**config.mk**
```make
export PLATFORM = sky130hd
export DESIGN_NAME = vectored_irq_controller
export DESIGN_NICKNAME = d
export VERILOG_FILES = /design/src/verilog/machine_cycle_timer.v /design/src/verilog/return_stack.v /design/src/verilog/vectored_irq_controller.v
export VERILOG_INCLUDE_DIRS = /design/src /design/src/include
export SDC_FILE = /design/constraint.sdc
export NUM_CORES = 1
export LEC_CHECK = 0
export BUFFER_PORTS_ARGS = -buffer_cell sky130_fd_sc_hd__buf_2
export CORE_AREA = 8 8 163 165
export DETAILED_ROUTE_END_ITERATION = 7
export DIE_AREA = 0 0 171 173
export PLACE_DENSITY = 0.65
export SLEW_MARGIN = 20
export SYNTH_ARGS = -nofsm -noshare
export SYNTH_HDL_FRONTEND = slang
export SYNTH_HIERARCHICAL = 1
export SYNTH_SLANG_ARGS = --single-unit
```
**constraint.sdc**
```tcl
create_clock -name aclk -period 4.8 [get_ports aclk]
set_input_delay 0.24 -clock aclk [delete_from_list [all_inputs] [get_ports aclk]]
set_output_delay 0.24 -clock aclk [all_outputs]
set_load 0.01 [all_outputs]
```
**src/include/irq_ctrl_map.vh**
```
// Register offsets, field positions, reset values and timing counts of the interrupt controller
`ifndef IRQ_CTRL_MAP_VH
`define IRQ_CTRL_MAP_VH

// ----------------------------------------------------------------
// Register byte addresses
// ----------------------------------------------------------------
`define IRQ_ENABLE_OFFSET 12'h000
`define IRQ_LEVEL_OFFSET 12'h004
`define IRQ_STATUS_OFFSET 12'h008
`define IRQ_CORE_OFFSET 12'h00c
`define IRQ_PC_OFFSET 12'h010
`define IRQ_STACK_OFFSET 12'h014

// ----------------------------------------------------------------
// Field positions
// ----------------------------------------------------------------
`define GLOBAL_IRQ_ENABLE_BIT 7
`define SERIAL_BIT 4
`define TIMER1_BIT 3
`define EXT1_BIT 2
`define TIMER0_BIT 1
`define EXT0_BIT 0
`define CORE_RETURN_BIT 0
`define CORE_STEP_BIT 1

// ----------------------------------------------------------------
// Reset values and masks
// ----------------------------------------------------------------
`define IRQ_ENABLE_RESET 8'h00
`define IRQ_LEVEL_RESET 8'h00
`define IRQ_ENABLE_MASK 8'h9f
`define IRQ_LEVEL_MASK 8'h1f
`define PC_RESET 16'h0000

// ----------------------------------------------------------------
// Vector addresses
// ----------------------------------------------------------------
`define VEC_EXT0 16'h0003
`define VEC_TIMER0 16'h000b
`define VEC_EXT1 16'h0013
`define VEC_TIMER1 16'h001b
`define VEC_SERIAL 16'h0023

// ----------------------------------------------------------------
// Timing
// ----------------------------------------------------------------
`define OSC_PER_PHASE 1
`define PHASES_PER_STATE 2
`define STATES_PER_CYCLE 6
`define SAMPLE_STATE 5

`endif

```
**src/verilog/machine_cycle_timer.v**
```verilog
// Machine cycle state and phase generator
`timescale 1ns/1ps
module machine_cycle_timer
(
    // Clock and reset
    input wire aclk,
    input wire aresetn,
    // Timing outputs
    output reg [2:0] state_num,
    output reg phase2,
    output wire sample_pulse,
    output wire cycle_end
);
`include "irq_ctrl_map.vh"

    // ----------------------------------------------------------------
    // Six states of two phases, one oscillator period each
    // ----------------------------------------------------------------
    always @(posedge aclk)
    begin
        if (!aresetn)
        begin
            state_num <= 3'h1;
            phase2 <= 1'b0;
        end
        else if (phase2)
        begin
            phase2 <= 1'b0;
            if (state_num == `STATES_PER_CYCLE)
                state_num <= 3'h1;
            else
                state_num <= state_num + 3'h1;
        end
        else
        begin
            phase2 <= 1'b1;
        end
    end

    // Capture at end of state 5
    assign sample_pulse = phase2 && (state_num == `SAMPLE_STATE);
    assign cycle_end = phase2 && (state_num == `STATES_PER_CYCLE);
endmodule

```
**src/verilog/return_stack.v**
```verilog
// Small stack memory holding pushed program counters
`timescale 1ns/1ps
module return_stack
#(
    parameter DEPTH_LOG2 = 3
)
(
    // Clock
    input wire aclk,
    // Write port
    input wire wr_en,
    input wire [DEPTH_LOG2-1:0] wr_addr,
    input wire [15:0] wr_data,
    // Read port
    input wire [DEPTH_LOG2-1:0] rd_addr,
    output reg [15:0] rd_data
);
    reg [15:0] mem [0:(1<<DEPTH_LOG2)-1];

    always @(posedge aclk)
    begin
        if (wr_en)
            mem[wr_addr] <= wr_data;
        rd_data <= mem[rd_addr];
    end
endmodule

```
**src/verilog/vectored_irq_controller.v**
```verilog
// Two-level vectored interrupt controller with AXI4-Lite registers
// Contract
// Five request sources: two external, two timers, serial
// Each source has own enable bit
// Bit 7 global enable gates all acknowledges
// Enable bits serial4 t1 3 x1 2 t0 1 x0 0
// Level register, same bit layout, two levels
// High preempts low; low never preempts low
// High routine in progress blocks all vectoring
// Higher level wins among simultaneous requests
// Fixed polling picks one within a level
// Poll order ext0, timer0, ext1, timer1, serial
// Level bit one means high level
// Flags captured state 5, evaluated next cycle; code evaluates at state 6 of the same cycle
// Enabled unblocked flag injects hardware vector call
// Hold off while equal/higher level in progress
// Call pushes PC, loads fixed vector address
// Vectors 03, 0B, 13, 1B, 23 hex
// Only program counter saved on vectoring
// Machine cycle six states, twelve oscillator periods
// Each state has two one-period phases
// Return clears active in-progress; else plain return
//
// Design decisions made here: the AXI4-Lite register port and the address map.
`timescale 1ns/1ps
module vectored_irq_controller
#(
    parameter STACK_LOG2 = 3
)
(
    // Clock and reset
    input wire aclk,
    input wire aresetn,
    // Request flags
    input wire ext0_req,
    input wire timer0_req,
    input wire ext1_req,
    input wire timer1_req,
    input wire serial_req,
    // Core side
    input wire return_from_irq,
    output reg hw_vector_call,
    output reg [2:0] vector_source,
    output reg [15:0] pc_out,
    output reg [15:0] pushed_pc,
    output wire [2:0] machine_state,
    output wire machine_phase2,
    // AXI4-Lite write address
    input wire [11:0] s_axi_awaddr,
    input wire s_axi_awvalid,
    output wire s_axi_awready,
    // AXI4-Lite write data
    input wire [31:0] s_axi_wdata,
    input wire [3:0] s_axi_wstrb,
    input wire s_axi_wvalid,
    output wire s_axi_wready,
    // AXI4-Lite write response
    output reg [1:0] s_axi_bresp,
    output reg s_axi_bvalid,
    input wire s_axi_bready,
    // AXI4-Lite read address
    input wire [11:0] s_axi_araddr,
    input wire s_axi_arvalid,
    output wire s_axi_arready,
    // AXI4-Lite read data
    output reg [31:0] s_axi_rdata,
    output reg [1:0] s_axi_rresp,
    output reg s_axi_rvalid,
    input wire s_axi_rready
);
`include "irq_ctrl_map.vh"

    localparam [1:0] RESP_OKAY = 2'b00;
    localparam [1:0] RESP_SLVERR = 2'b10;
    localparam [2:0] NO_SOURCE = 3'h7;

    // ----------------------------------------------------------------
    // Helper functions
    // ----------------------------------------------------------------
    // First set bit in polling order, NO_SOURCE when none
    function [2:0] poll_pick;
        input [4:0] req;
        begin
            if (req[`EXT0_BIT])
                poll_pick = 3'h0;
            else if (req[`TIMER0_BIT])
                poll_pick = 3'h1;
            else if (req[`EXT1_BIT])
                poll_pick = 3'h2;
            else if (req[`TIMER1_BIT])
                poll_pick = 3'h3;
            else if (req[`SERIAL_BIT])
                poll_pick = 3'h4;
            else
                poll_pick = NO_SOURCE;
        end
    endfunction

    function [15:0] vector_of;
        input [2:0] src;
        begin
            case (src)
                3'h0: vector_of = `VEC_EXT0;
                3'h1: vector_of = `VEC_TIMER0;
                3'h2: vector_of = `VEC_EXT1;
                3'h3: vector_of = `VEC_TIMER1;
                default: vector_of = `VEC_SERIAL;
            endcase
        end
    endfunction

    function [7:0] merge_byte;
        input [7:0] old_val;
        input [7:0] new_val;
        input strobe;
        input [7:0] mask;
        begin
            merge_byte = strobe ? (new_val & mask) : old_val;
        end
    endfunction

    // ----------------------------------------------------------------
    // Machine cycle timing
    // ----------------------------------------------------------------
    wire sample_pulse;
    wire cycle_end;

    machine_cycle_timer u_timer
    (
        .aclk(aclk),
        .aresetn(aresetn),
        .state_num(machine_state),
        .phase2(machine_phase2),
        .sample_pulse(sample_pulse),
        .cycle_end(cycle_end)
    );

    // ----------------------------------------------------------------
    // Registers
    // ----------------------------------------------------------------
    reg [7:0] interrupt_enable_reg;
    reg [7:0] interrupt_priority_reg;
    reg [4:0] sampled_r;
    reg sample_valid_r;
    reg low_active_r;
    reg high_active_r;
    reg [STACK_LOG2-1:0] sp_r;
    reg step_pending_r;

    wire global_irq_enable = interrupt_enable_reg[`GLOBAL_IRQ_ENABLE_BIT];
    wire [4:0] source_enable = interrupt_enable_reg[4:0];
    wire [4:0] source_level = interrupt_priority_reg[4:0];

    // Requests capture in state 5, then are judged at the end of the same cycle
    always @(posedge aclk)
    begin
        if (!aresetn)
        begin
            sampled_r <= 5'h00;
            sample_valid_r <= 1'b0;
        end
        else if (sample_pulse)
        begin
            sampled_r <= {serial_req, timer1_req, ext1_req, timer0_req, ext0_req};
            sample_valid_r <= 1'b1;
        end
    end

    // ----------------------------------------------------------------
    // Arbitration
    // ----------------------------------------------------------------
    wire [4:0] enabled_req = sampled_r & source_enable & {5{global_irq_enable}};
    wire [4:0] high_req = enabled_req & source_level;
    wire [4:0] low_req = enabled_req & ~source_level;
    wire [2:0] high_pick = poll_pick(high_req);
    wire [2:0] low_pick = poll_pick(low_req);
    // Low may only start when nothing runs; high only when no high runs
    wire high_ok = !high_active_r && (high_pick != NO_SOURCE);
    wire low_ok = !high_active_r && !low_active_r && (low_pick != NO_SOURCE);
    wire [2:0] winner = high_ok ? high_pick : low_pick;
    // Evaluation happens at the sixth state of the same cycle as the capture
    wire eval_now = cycle_end && sample_valid_r && (high_ok || low_ok);
    wire ret_now = return_from_irq && !eval_now;

    // Stack pointer wraps; software keeps nesting within depth
    wire [STACK_LOG2-1:0] sp_dec = sp_r - {{(STACK_LOG2-1){1'b0}}, 1'b1};
    wire [15:0] stack_top;

    return_stack #(.DEPTH_LOG2(STACK_LOG2)) u_stack
    (
        .aclk(aclk),
        .wr_en(eval_now),
        .wr_addr(sp_r),
        .wr_data(pc_out),
        .rd_addr(sp_dec),
        .rd_data(stack_top)
    );

    // ----------------------------------------------------------------
    // Vectoring and return
    // ----------------------------------------------------------------
    always @(posedge aclk)
    begin
        if (!aresetn)
        begin
            hw_vector_call <= 1'b0;
            vector_source <= NO_SOURCE;
            pc_out <= `PC_RESET;
            pushed_pc <= `PC_RESET;
            low_active_r <= 1'b0;
            high_active_r <= 1'b0;
            sp_r <= {STACK_LOG2{1'b0}};
        end
        else
        begin
            hw_vector_call <= eval_now;
            if (eval_now)
            begin
                // Only the PC is pushed; status word left to software
                pushed_pc <= pc_out;
                pc_out <= vector_of(winner);
                vector_source <= winner;
                sp_r <= sp_r + {{(STACK_LOG2-1){1'b0}}, 1'b1};
                if (high_ok)
                    high_active_r <= 1'b1;
                else
                    low_active_r <= 1'b1;
            end
            else if (ret_now)
            begin
                pc_out <= stack_top;
                sp_r <= sp_dec;
                if (high_active_r)
                    high_active_r <= 1'b0;
                else
                    low_active_r <= 1'b0;
            end
            else if (step_pending_r)
            begin
                pc_out <= pc_out + 16'h0001;
            end
        end
    end

    // ----------------------------------------------------------------
    // AXI4-Lite slave
    // ----------------------------------------------------------------
    // Both address and data must be present; taken together in one edge
    wire wr_take = s_axi_awvalid && s_axi_wvalid && !s_axi_bvalid;
    assign s_axi_awready = wr_take;
    assign s_axi_wready = wr_take;
    wire rd_take = s_axi_arvalid && !s_axi_rvalid;
    assign s_axi_arready = rd_take;

    wire [11:0] waddr = {s_axi_awaddr[11:2], 2'b00};
    wire [11:0] raddr = {s_axi_araddr[11:2], 2'b00};
    wire wr_hit = (waddr == `IRQ_ENABLE_OFFSET) || (waddr == `IRQ_LEVEL_OFFSET)
        || (waddr == `IRQ_CORE_OFFSET);

    always @(posedge aclk)
    begin
        if (!aresetn)
        begin
            interrupt_enable_reg <= `IRQ_ENABLE_RESET;
            interrupt_priority_reg <= `IRQ_LEVEL_RESET;
            step_pending_r <= 1'b0;
            s_axi_bvalid <= 1'b0;
            s_axi_bresp <= RESP_OKAY;
        end
        else
        begin
            step_pending_r <= 1'b0;
            if (wr_take)
            begin
                s_axi_bvalid <= 1'b1;
                s_axi_bresp <= wr_hit ? RESP_OKAY : RESP_SLVERR;
                if (waddr == `IRQ_ENABLE_OFFSET)
                    interrupt_enable_reg <= merge_byte(interrupt_enable_reg,
                        s_axi_wdata[7:0], s_axi_wstrb[0], `IRQ_ENABLE_MASK);
                if (waddr == `IRQ_LEVEL_OFFSET)
                    interrupt_priority_reg <= merge_byte(interrupt_priority_reg,
                        s_axi_wdata[7:0], s_axi_wstrb[0], `IRQ_LEVEL_MASK);
                if (waddr == `IRQ_CORE_OFFSET && s_axi_wstrb[0])
                    step_pending_r <= s_axi_wdata[`CORE_STEP_BIT];
            end
            else if (s_axi_bready)
            begin
                s_axi_bvalid <= 1'b0;
            end
        end
    end

    always @(posedge aclk)
    begin
        if (!aresetn)
        begin
            s_axi_rvalid <= 1'b0;
            s_axi_rdata <= 32'h00000000;
            s_axi_rresp <= RESP_OKAY;
        end
        else if (rd_take)
        begin
            s_axi_rvalid <= 1'b1;
            s_axi_rresp <= RESP_OKAY;
            case (raddr)
                `IRQ_ENABLE_OFFSET: s_axi_rdata <= {24'h000000, interrupt_enable_reg};
                `IRQ_LEVEL_OFFSET: s_axi_rdata <= {24'h000000, interrupt_priority_reg};
                `IRQ_STATUS_OFFSET: s_axi_rdata <= {16'h0000, 3'h0, low_active_r,
                    high_active_r, vector_source, 3'h0, sampled_r};
                `IRQ_CORE_OFFSET: s_axi_rdata <= 32'h00000000;
                `IRQ_PC_OFFSET: s_axi_rdata <= {16'h0000, pc_out};
                `IRQ_STACK_OFFSET: s_axi_rdata <= {16'h0000, pushed_pc};
                default:
                begin
                    s_axi_rdata <= 32'h00000000;
                    s_axi_rresp <= RESP_SLVERR;
                end
            endcase
        end
        else if (s_axi_rready)
        begin
            s_axi_rvalid <= 1'b0;
        end
    end
endmodule

```
# == After elaboration in Yosys (flattened, before gate mapping) ==
# Memory sizes are Yosys's and may differ from the RTL's. A register that Yosys moved wholly into a read port is not among the register bits.
# Index checks and enable logic that the tools add are counted.
# op_classes
bitwise,5
eq_ne,17
n_reduce_logical,33
n_addsub,4
n_mux,35
# op_table
op,n
16-bit case mux with 5 select lines,1
16-bit two-way mux,3
3-bit two-way mux,12
10-bit by 2-bit equality test with 1-bit output (second input constant),3
12-bit zero test,2
6-bit case mux with 4 select lines,1
5-bit AND,4
10-bit by 1-bit equality test with 1-bit output (second input constant),2
10-bit by 3-bit equality test with 1-bit output (second input constant),2
16-bit by 1-bit adder with 16-bit output (second input constant),1
1-bit two-way mux,14
1-bit logical AND,12
3-bit AND reduction,4
2-bit two-way mux,4
3-bit by 1-bit adder with 3-bit output (second input constant),2
3-bit by 2-bit equality test with 1-bit output (second input constant),2
3-bit equality test (second input constant),2
3-bit inequality test (second input constant),2
2-bit nonzero test,3
6-bit OR reduction,1
1-bit zero test,5
5-bit inverter,1
2-bit inequality test (second input constant),2
3-bit by 1-bit equality test with 1-bit output (second input constant),1
6 further kinds,8
# totals
ramBits,128
in_bits,73
memories,1
reg_bits,101
output_inout_bits,81
# mem_list
name,words,width,rd,rd_ports_with_merged_regs,wr,line_no,text
u_stack.mem,8,16,1,1,1,return_stack.v:18,reg [15:0] mem [0:(1<<DEPTH_LOG2)-1];

# == Longest topological paths before layout ==
# Gate-level depths: netlist of the first run.
# logic_depth
depth_word,16
depth_mapped,8
mapped_depth_nobuf,8

# == Hierarchy ==
# Netlist of the first run, hierarchy kept.
# by_module_without_submodules
mod,instances,cells_each,area_per_inst_um2,seq_area_each_um2
return_stack,1,214,5293.8,4164.0
vectored_irq_controller,1,462,4000.1,1581.5
machine_cycle_timer,1,16,163.9,80.1

# == Worst setup path before layout of the first run ==
# Ideal clock, no wire load.
# synth_timing
path_type,register to register
from,register u_timer.phase2
to,"memory u_stack.mem[0][0], enable pin"
period_less_slack_ns,3.184
setup_slack_ns,1.616
stages_incl_launch_ff,9
arrival_ns,2.774
path_cell_list,dfxtp_1 > nand2_1 > nor3b_1 > nand3b_1 > a311oi_2 > nor2_1 > inv_1 > nand2b_1 > nor3_1
# synth_via
elab_chain_len,5
# synth_rtl
item,line_no,text
"start, declared",machine_cycle_timer.v:10,"output reg phase2,"
"start signal, assigned",machine_cycle_timer.v:24,phase2 <= 1'b0;
"start signal, assigned",machine_cycle_timer.v:28,phase2 <= 1'b0;
"start signal, assigned",machine_cycle_timer.v:36,phase2 <= 1'b1;
1-bit logical AND,machine_cycle_timer.v:42,assign cycle_end = phase2 && (state_num == `STATES_PER_CYCLE);
named net cycle_end,vectored_irq_controller.v:126,wire cycle_end;
1-bit logical AND (2 in series),vectored_irq_controller.v:182,wire eval_now = cycle_end && sample_valid_r && (high_ok || low_ok);
named net eval_now,vectored_irq_controller.v:182,
1-bit two-way mux,return_stack.v:22,if (wr_en)
1-bit two-way mux (implied by the code),return_stack.v:23,mem[wr_addr] <= wr_data;
"end, declared",return_stack.v:18,
# The timed path passes the listed nets, and every way through them passes these cells.

# == Worst setup path in the final report of the first run ==
# layout_timing
from,register u_timer.phase2
to,"memory u_stack.mem[3][14], enable pin"
# The elaborated chain is that of the path after synthesis.

==> results.yml, run 1 <==
worst_setup_path:
  cp.depth: 9
  rr_startpoint: "u_timer/phase2$_SDFF_PN0_"
  cp_slowest_cell: "nor2_1"
  endpoint_kind: "flip-flop"
  crit_buf_inv: 2
  crit_chain: "nand2_1 -> nor3b_1 -> nand3b_1 -> o21ba_2 -> nor2_1 -> inv_1 -> nand2b_1 -> nor2_1 -> buf_4"
  cpPeakStageDelay_ps: 730
  crit_required_ps: 5010
  critPathMaxFanout: 25
  worstPathArrival_ps: 3730
  reg2regPathDepth: 9
  critPathLaunchType: "flip-flop"
  critPathMostFrequentCell: "nor2_1"
  criticalPathCategory: "reg -> reg"
  rr_endpoint: "u_stack/mem[3][14]$_DFFE_PP_"
  crit_end: "u_stack/mem[3][14]$_DFFE_PP_"
  cp_top_family: "simple AND/OR/NAND/NOR gates"
  worstSetupStartpoint: "u_timer/phase2$_SDFF_PN0_"
  regToRegSetupSlack_ps: 1280
layout:
  final_cell_mix: "edfxtp_1, buf_2, dfxtp_1, nor2_1, o21ai_0"
  final_area_sq_um: 11100
  num_antenna_cells: 0
  layout_commonest_cell: "edfxtp_1"
  stdcell_count: 1146
  area_delta_synth_final_pct: 17.3
  regMostFlops: "u_stack/mem"
  nets: 882
  layout-drive-gt1-share_pct: 22.9
  largest_register_ffs: 128
  final_core_util_pct: 46.3
placement:
  placed_cell_area_sq_um: 10200
  gp_congestion: 0.818
  port_buffers: 102
  dp.cells: 1092
  hpwlAfterDp_microns: 15600
sta:
  fin_crit_ps: 3520
  setup_violations: 0
  fin_hold_ws_ps: 27.7
  fin_setup_tns_ps: 0
  finalHoldViolCount: 0
  max_slew_margin_pct: 30.8
  fin_skew_ps: 23.7
  post-route-period-util_pct: 73.3
  worst_slew_pin_slew_ps: 1040
  fmax_mhz: 284
  rsz0062_at_grt: "no"
  slew_viol_final: 0
grt:
  grt_first_pass_wirelength_microns: 36600
  grt_use_total_pct: 15.5
  grt_antenna_before_repair: 0
  grt_max_degree: 34
  grt_overflow: 0
  grt_pass1_vias: 6303
floorplanning:
  dieArea_sq_um: 29600
  die_y_microns: 173
  die_width_microns: 171
  core_sq_um: 24000
  pin_count: 154
  initial_utilization_pct: 39.5
  rows: 57
synthesis:
  ys_ff_latch: 227
  async_flop_share_pct: 0
  synth_cells: 692
  netlist_area_sq_um: 9460
  synth_edf_count: 128
  yosys_most_used_dff: "edfxtp_1"
  postSynthAreaPerCell_sq_um: 13.7
  synth.distinct_cells: 67
  yosysSeqAreaShare_pct: 61.6
  yosys_warnings: 6
routing:
  drc_errors: 0
  routed_wl_microns: 23300
  via_per_inst: 5.41
  wl_per_cell_microns: 20.4
  drtPass1Iterations: 7
  ant_nets: 0
  vias: 6202
  drtIter0Drc: 573
power_and_ir_drop:
  irDropWorstVdd_mv: 0.291
  power.leakage_nw: 4.11
  p_per_area_nw_per_um2: 385
clock_network:
  cts_tree: "built"
  insertion_delay_ps: 530
  cts-root-buf: "clkbuf_16"
  cts-htree-levels: 1
  ctsLongestPathBuffers: 3
  clock_sinks: 227
  cts_buffers: 23
  clkTransAtPathRegs_ps: 60
hold_path:
  hold_class: "in -> reg"
flow_run:
  cap_violations: 0
run_status:
  status: "complete, no violations"
## routing by layer
layer  vias up  share of wire [%]  GRT usage, %
li1       2891                  -             -
met1      3057                 44          20.2
met2       225                 48          26.0
met3        29                6.3          3.21
met4         0                1.8          3.59
met5         -                  0             0
## worst min-delay path by stage
stage | end | start | depth (start not counted) | slack (ps)
CTS | step_pending_r$_SDFF_PN0_ | s_axi_awaddr[2] | 3 | 10
global placement | pc_out[12]$_SDFFE_PN0P_ | u_stack/rd_data[12]$_DFF_P_ | 2 | 430
global route | step_pending_r$_SDFF_PN0_ | s_axi_awaddr[2] | 3 | 30
detailed placement | pc_out[11]$_SDFFE_PN0P_ | u_stack/rd_data[11]$_DFF_P_ | 2 | 440
finish | step_pending_r$_SDFF_PN0_ | s_axi_awaddr[2] | 3 | 30
floorplan | u_timer/state_num[0]$_SDFFE_PN1P_ | aresetn | 1 | 320
## synthesized netlist by cell type (3+ instances only)
master	n	area share, %
nor2_1	48	1.9
a2bb2oi_1	6	0.56
nor3b_1	3	0.24
mux2_2	16	1.9
and2_1	3	0.20
buf_2	3	0.16
mux4_1	28	7.8
clkbuf_1	22	0.87
and4b_1	4	0.42
and4_1	4	0.37
nand3_1	26	1.4
a22o_1	5	0.46
a22oi_1	10	0.79
a221oi_1	5	0.46
nand2_1	22	0.87
mux4_2	4	0.95
a21oi_1	37	2.0
o21ai_0	38	2.0
nand2b_1	8	0.53
xor2_1	4	0.37
nand3b_1	3	0.24
inv_1	9	0.36
nor3_1	10	0.53
a31oi_1	5	0.33
a222oi_1	6	0.64
buf_6	5	0.60
xnor2_1	9	0.83
buf_4	19	1.5
mux2i_1	25	2.6
nand4_1	15	0.99
dfxtp_1	99	21
edfxtp_1	128	41
nor4_1	5	0.33
or4_4	4	0.48
ha_1	3	0.40
buf_1	7	0.28
## cell type report
| type | instances | area [sq um] |
|---|---|---|
| Tap cell | 324 | 405 |
| Sequential cell | 227 | 5830 |
| Inverter | 11 | 41.3 |
| Clock inverter | 8 | 77.6 |
| Multi-Input combinational cell | 414 | 3350 |
| Clock buffer | 33 | 643 |
| Fill cell | 2168 | 12900 |
| Timing Repair Buffer | 129 | 746 |
## power by group
group          internal [mW]  leakage (nW)  switching [mW]
sequential              2.13          1.98          0.0913
combinational          0.165          1.77           0.177
clock                  0.989         0.356           0.721
## stage by stage
stage               power, mW  worst slack [ps]
finish                   4.28              1280
global route             4.44               959
CTS                      4.32              1280
detailed placement       2.60              1300
global placement         2.59              1340
floorplan                2.47              1620
## timing repair
action	in CTS	in global routing
setup buffers	0	0
endpoints found under the hold margin	19	0
resized for setup	0	0
endpoints found under the setup margin	0	0
hold buffers	13	0
## cells by family (layout without fill, tap and decap cells)
kind of cell	count (synthesis)	count (layout)	synth area share [%]
buf+inv	68	181	3.90
other cells	1	18	0.0396
compound gates	137	137	9.50
fa+ha+maj	3	3	0.397
mux	73	73	13.3
xor+xnor	13	13	1.20
simple gates	170	170	10.1
flops	227	227	61.6
## tightest hold or removal path, stage by stage
cell and delay (ps):
buf_2 130, nand4_1 80, nor2_1 50
No activity file was read; power rests on OpenSTA's default activity.
==> inputs of run 2 (changes only) <==
--- a/config.mk
+++ b/config.mk
@@ -6,10 +6,11 @@
 export SDC_FILE = /design/constraint.sdc
 export NUM_CORES = 1
 export LEC_CHECK = 0
+export ABC_AREA = 1
 export BUFFER_PORTS_ARGS = -buffer_cell sky130_fd_sc_hd__buf_2
-export CORE_AREA = 8 8 163 165
+export CORE_AREA = 8 8 172 174
 export DETAILED_ROUTE_END_ITERATION = 7
-export DIE_AREA = 0 0 171 173
+export DIE_AREA = 0 0 180 182
 export PLACE_DENSITY = 0.65
 export SLEW_MARGIN = 20
 export SYNTH_ARGS = -nofsm -noshare
==> constraint.sdc (replaced) <==
create_clock -name aclk -period 3.35 [get_ports aclk]
set_input_delay 0.1675 -clock aclk [delete_from_list [all_inputs] [get_ports aclk]]
set_output_delay 0.1675 -clock aclk [all_outputs]
set_load 0.01 [all_outputs]
==> run 2 against run 1 <==
Effect of this change:
- sequential cell count is the same
- clock-buffer cell count grew 1
- register-to-register slack lost 410 ps
- global-route usage grew 0.43 points
- first-iteration DRC count shrank 3.0%
- sequential share of layout area shrank 5.3 points
- synthesized cell count grew 81%
- highest routed layer unchanged
==> results.yml, run 2 <==
run_status:
  status: "complete, no violations"
clock_network:
  cts_tree: "built"
  cts-htree-levels: 1
  clkTransAtPathRegs_ps: 60
  cts_buffers: 24
  cts-root-buf: "clkbuf_16"
  clock_sinks: 227
  ctsLongestPathBuffers: 3
  insertion_delay_ps: 520
  cts_resized: 0
  postCtsSetupBuffers: 0
layout:
  regMostFlops: "u_stack/mem"
  nets: 1443
  final_cell_mix: "nand2_1, inv_1, edfxtp_1, buf_2, dfxtp_1"
  final_core_util_pct: 46.3
  layout_commonest_cell: "nand2_1"
  fill_cells: 2573
  layout.area.seq_sq_um: 5830
  stdcell_count: 1727
  multi_input_area_sq_um: 3560
  layout-drive-gt1-share_pct: 14.2
  largest_register_ffs: 128
  area_delta_synth_final_pct: 16.7
worst_setup_path:
  regToRegSetupSlack_ps: 870
  critPathMaxFanout: 34
  criticalPathCategory: "reg -> reg"
  endpoint_kind: "flip-flop"
  crit_end: "u_stack/mem[3][5]$_DFFE_PP_"
  reg2regPathDepth: 9
  rr_endpoint: "u_stack/mem[3][5]$_DFFE_PP_"
  worstSetupStartpoint: "u_timer/phase2$_SDFF_PN0_"
  worstPathArrival_ps: 2670
  crit_required_ps: 3540
  rr_startpoint: "u_timer/phase2$_SDFF_PN0_"
  critPathLaunchType: "flip-flop"
placement:
  hpwlAfterDp_microns: 17700
  gp_congestion: 0.886
  dp.cells: 1668
  port_buffers: 102
grt:
  grt_overflow: 0
  grt_first_pass_wirelength_microns: 43000
  grt_max_degree: 66
  grt_pass1_vias: 8296
  grt_use_total_pct: 16.0
  grt_antenna_before_repair: 1
sta:
  finalHoldViolCount: 0
  worst_slew_pin_slew_ps: 854
  setup_violations: 0
  fin_crit_ps: 2480
  fmax_mhz: 404
  post-route-period-util_pct: 73.9
  fin_setup_tns_ps: 0
  slew_viol_final: 0
  fin_skew_ps: 21.3
  rsz0062_at_grt: "no"
  max_slew_margin_pct: 43.0
routing:
  via_per_inst: 4.91
  vias: 8475
  ant_nets: 0
  drtPass1Iterations: 5
  wl_per_cell_microns: 15.4
  routed_wl_microns: 26700
  drtIter0Drc: 556
  drc_errors: 0
synthesis:
  synth_top_area_share_pct: 36.3
  synth.distinct_cells: 42
  yosys_warnings: 6
  async_flop_share_pct: 0
  netlist_area_sq_um: 10600
  synthMostInstantiatedCell: "nand2_1"
  ys_ff_latch: 227
  synth_area_leaders: "edfxtp_1, dfxtp_1, nand2_1"
  synth_edf_count: 128
  yosysSeqAreaShare_pct: 55.1
  yosys_most_used_dff: "edfxtp_1"
  synth_cells: 1251
  postSynthAreaPerCell_sq_um: 8.45
  synth_commonest_cells: "nand2_1, inv_1, edfxtp_1"
  yosys.area.top_type: "edfxtp_1"
floorplanning:
  dieArea_sq_um: 32800
  die_width_microns: 180
  pin_count: 154
  rows: 60
  die_y_microns: 182
  initial_utilization_pct: 39.7
  core_sq_um: 26700
hold_path:
  holdPathStages: 3
  hold_class: "in -> reg"
  hold_start: "aresetn"
power_and_ir_drop:
  pwr-share-comb_pct: 9.9
  power.leakage_nw: 5.59
  p_int_mw: 5.02
  irDropWorstVdd_mv: 0.319
  p_per_area_nw_per_um2: 540
  power.share.sequential_pct: 47.3
  clockPowerShare_pct: 42.8
  power.total_mw: 6.66
  swShare_pct: 24.5
  p_switching_mw: 1.63
flow_run:
  cap_violations: 0
run 2: area by class of cell:
cell class,count,share of cell area [%]
antenna,1,0.0203
clock buffer,34,5.93
clock inverter,10,1.09
inverter,211,6.44
multi-input combinational,761,28.9
sequential,227,47.2
tap,341,3.46
timing repair buffer,142,6.96
run 2: through the flow:
step / area (sq um) / worst slack, ps / hold WS (ps)
finish: 12300 / 873 / 59.5
global route: 12300 / 681 / 101
CTS: 12300 / 859 / 44.8
detailed placement: 11300 / 886 / 424
global placement: 11300 / 967 / 424
floorplan: 10600 / 659 / 292
run 2: timing repair:
item / in CTS / in global routing
hold endpoints to repair: 19 / 0
setup endpoints to repair: 0 / 0
hold buffers: 14 / 0
run 2: cell families after synthesis:
| group | count (synthesis) | share of synthesized area [%] |
|---|---|---|
| AOI/OAI and AO/OA | 129 | 7.15 |
| xor gates and xnor gates | 11 | 0.911 |
| adders and majority gates | 3 | 0.355 |
| buffers and inverters | 280 | 11.8 |
| DFF | 227 | 55.1 |
| other | 1 | 0.0355 |
| and+or+nand+nor | 600 | 24.7 |
run 2: routing by layer:
layer / wire [microns] / vias up / track usage [%]
li1: - / 4247 / -
met1: 11800 / 3900 / 20.0
met2: 12200 / 277 / 26.9
met3: 1970 / 51 / 3.71
met4: 660 / 0 / 5.20
met5: 0 / - / 0
run 2: how the worst min path moves through the flow:
stage	endpoint
floorplan	u_timer/phase2$_SDFF_PN0_
CTS	s_axi_bresp[1]$_SDFFE_PN0P_
detailed placement	s_axi_rvalid$_SDFFE_PN0P_
global route	s_axi_bresp[1]$_SDFFE_PN0P_
global placement	s_axi_rvalid$_SDFFE_PN0P_
finish	s_axi_bvalid$_SDFFE_PN0P_
run 2: power by group through the flow:
stage | Combinational [mW] | Sequential, mW | Clock (mW)
2_1_floorplan | 0.440 | 3.19 | 0
3_3_place_gp | 0.639 | 3.20 | 0
3_5_place_dp | 0.647 | 3.20 | 0
4_1_cts | 0.663 | 3.14 | 2.90
5_1_grt | 0.742 | 3.15 | 3.02
6_report | 0.662 | 3.15 | 2.85
run 2: critical path: stages, from the launching register on:
cell,delay (ps)
dfxtp_1,460
nand3_1,140
nor2_1,110
nand2_1,90
nor3_1,270
nand2_4,300
nand2_4,220
nand2_1,130
nor2_1,150
buf_4,280
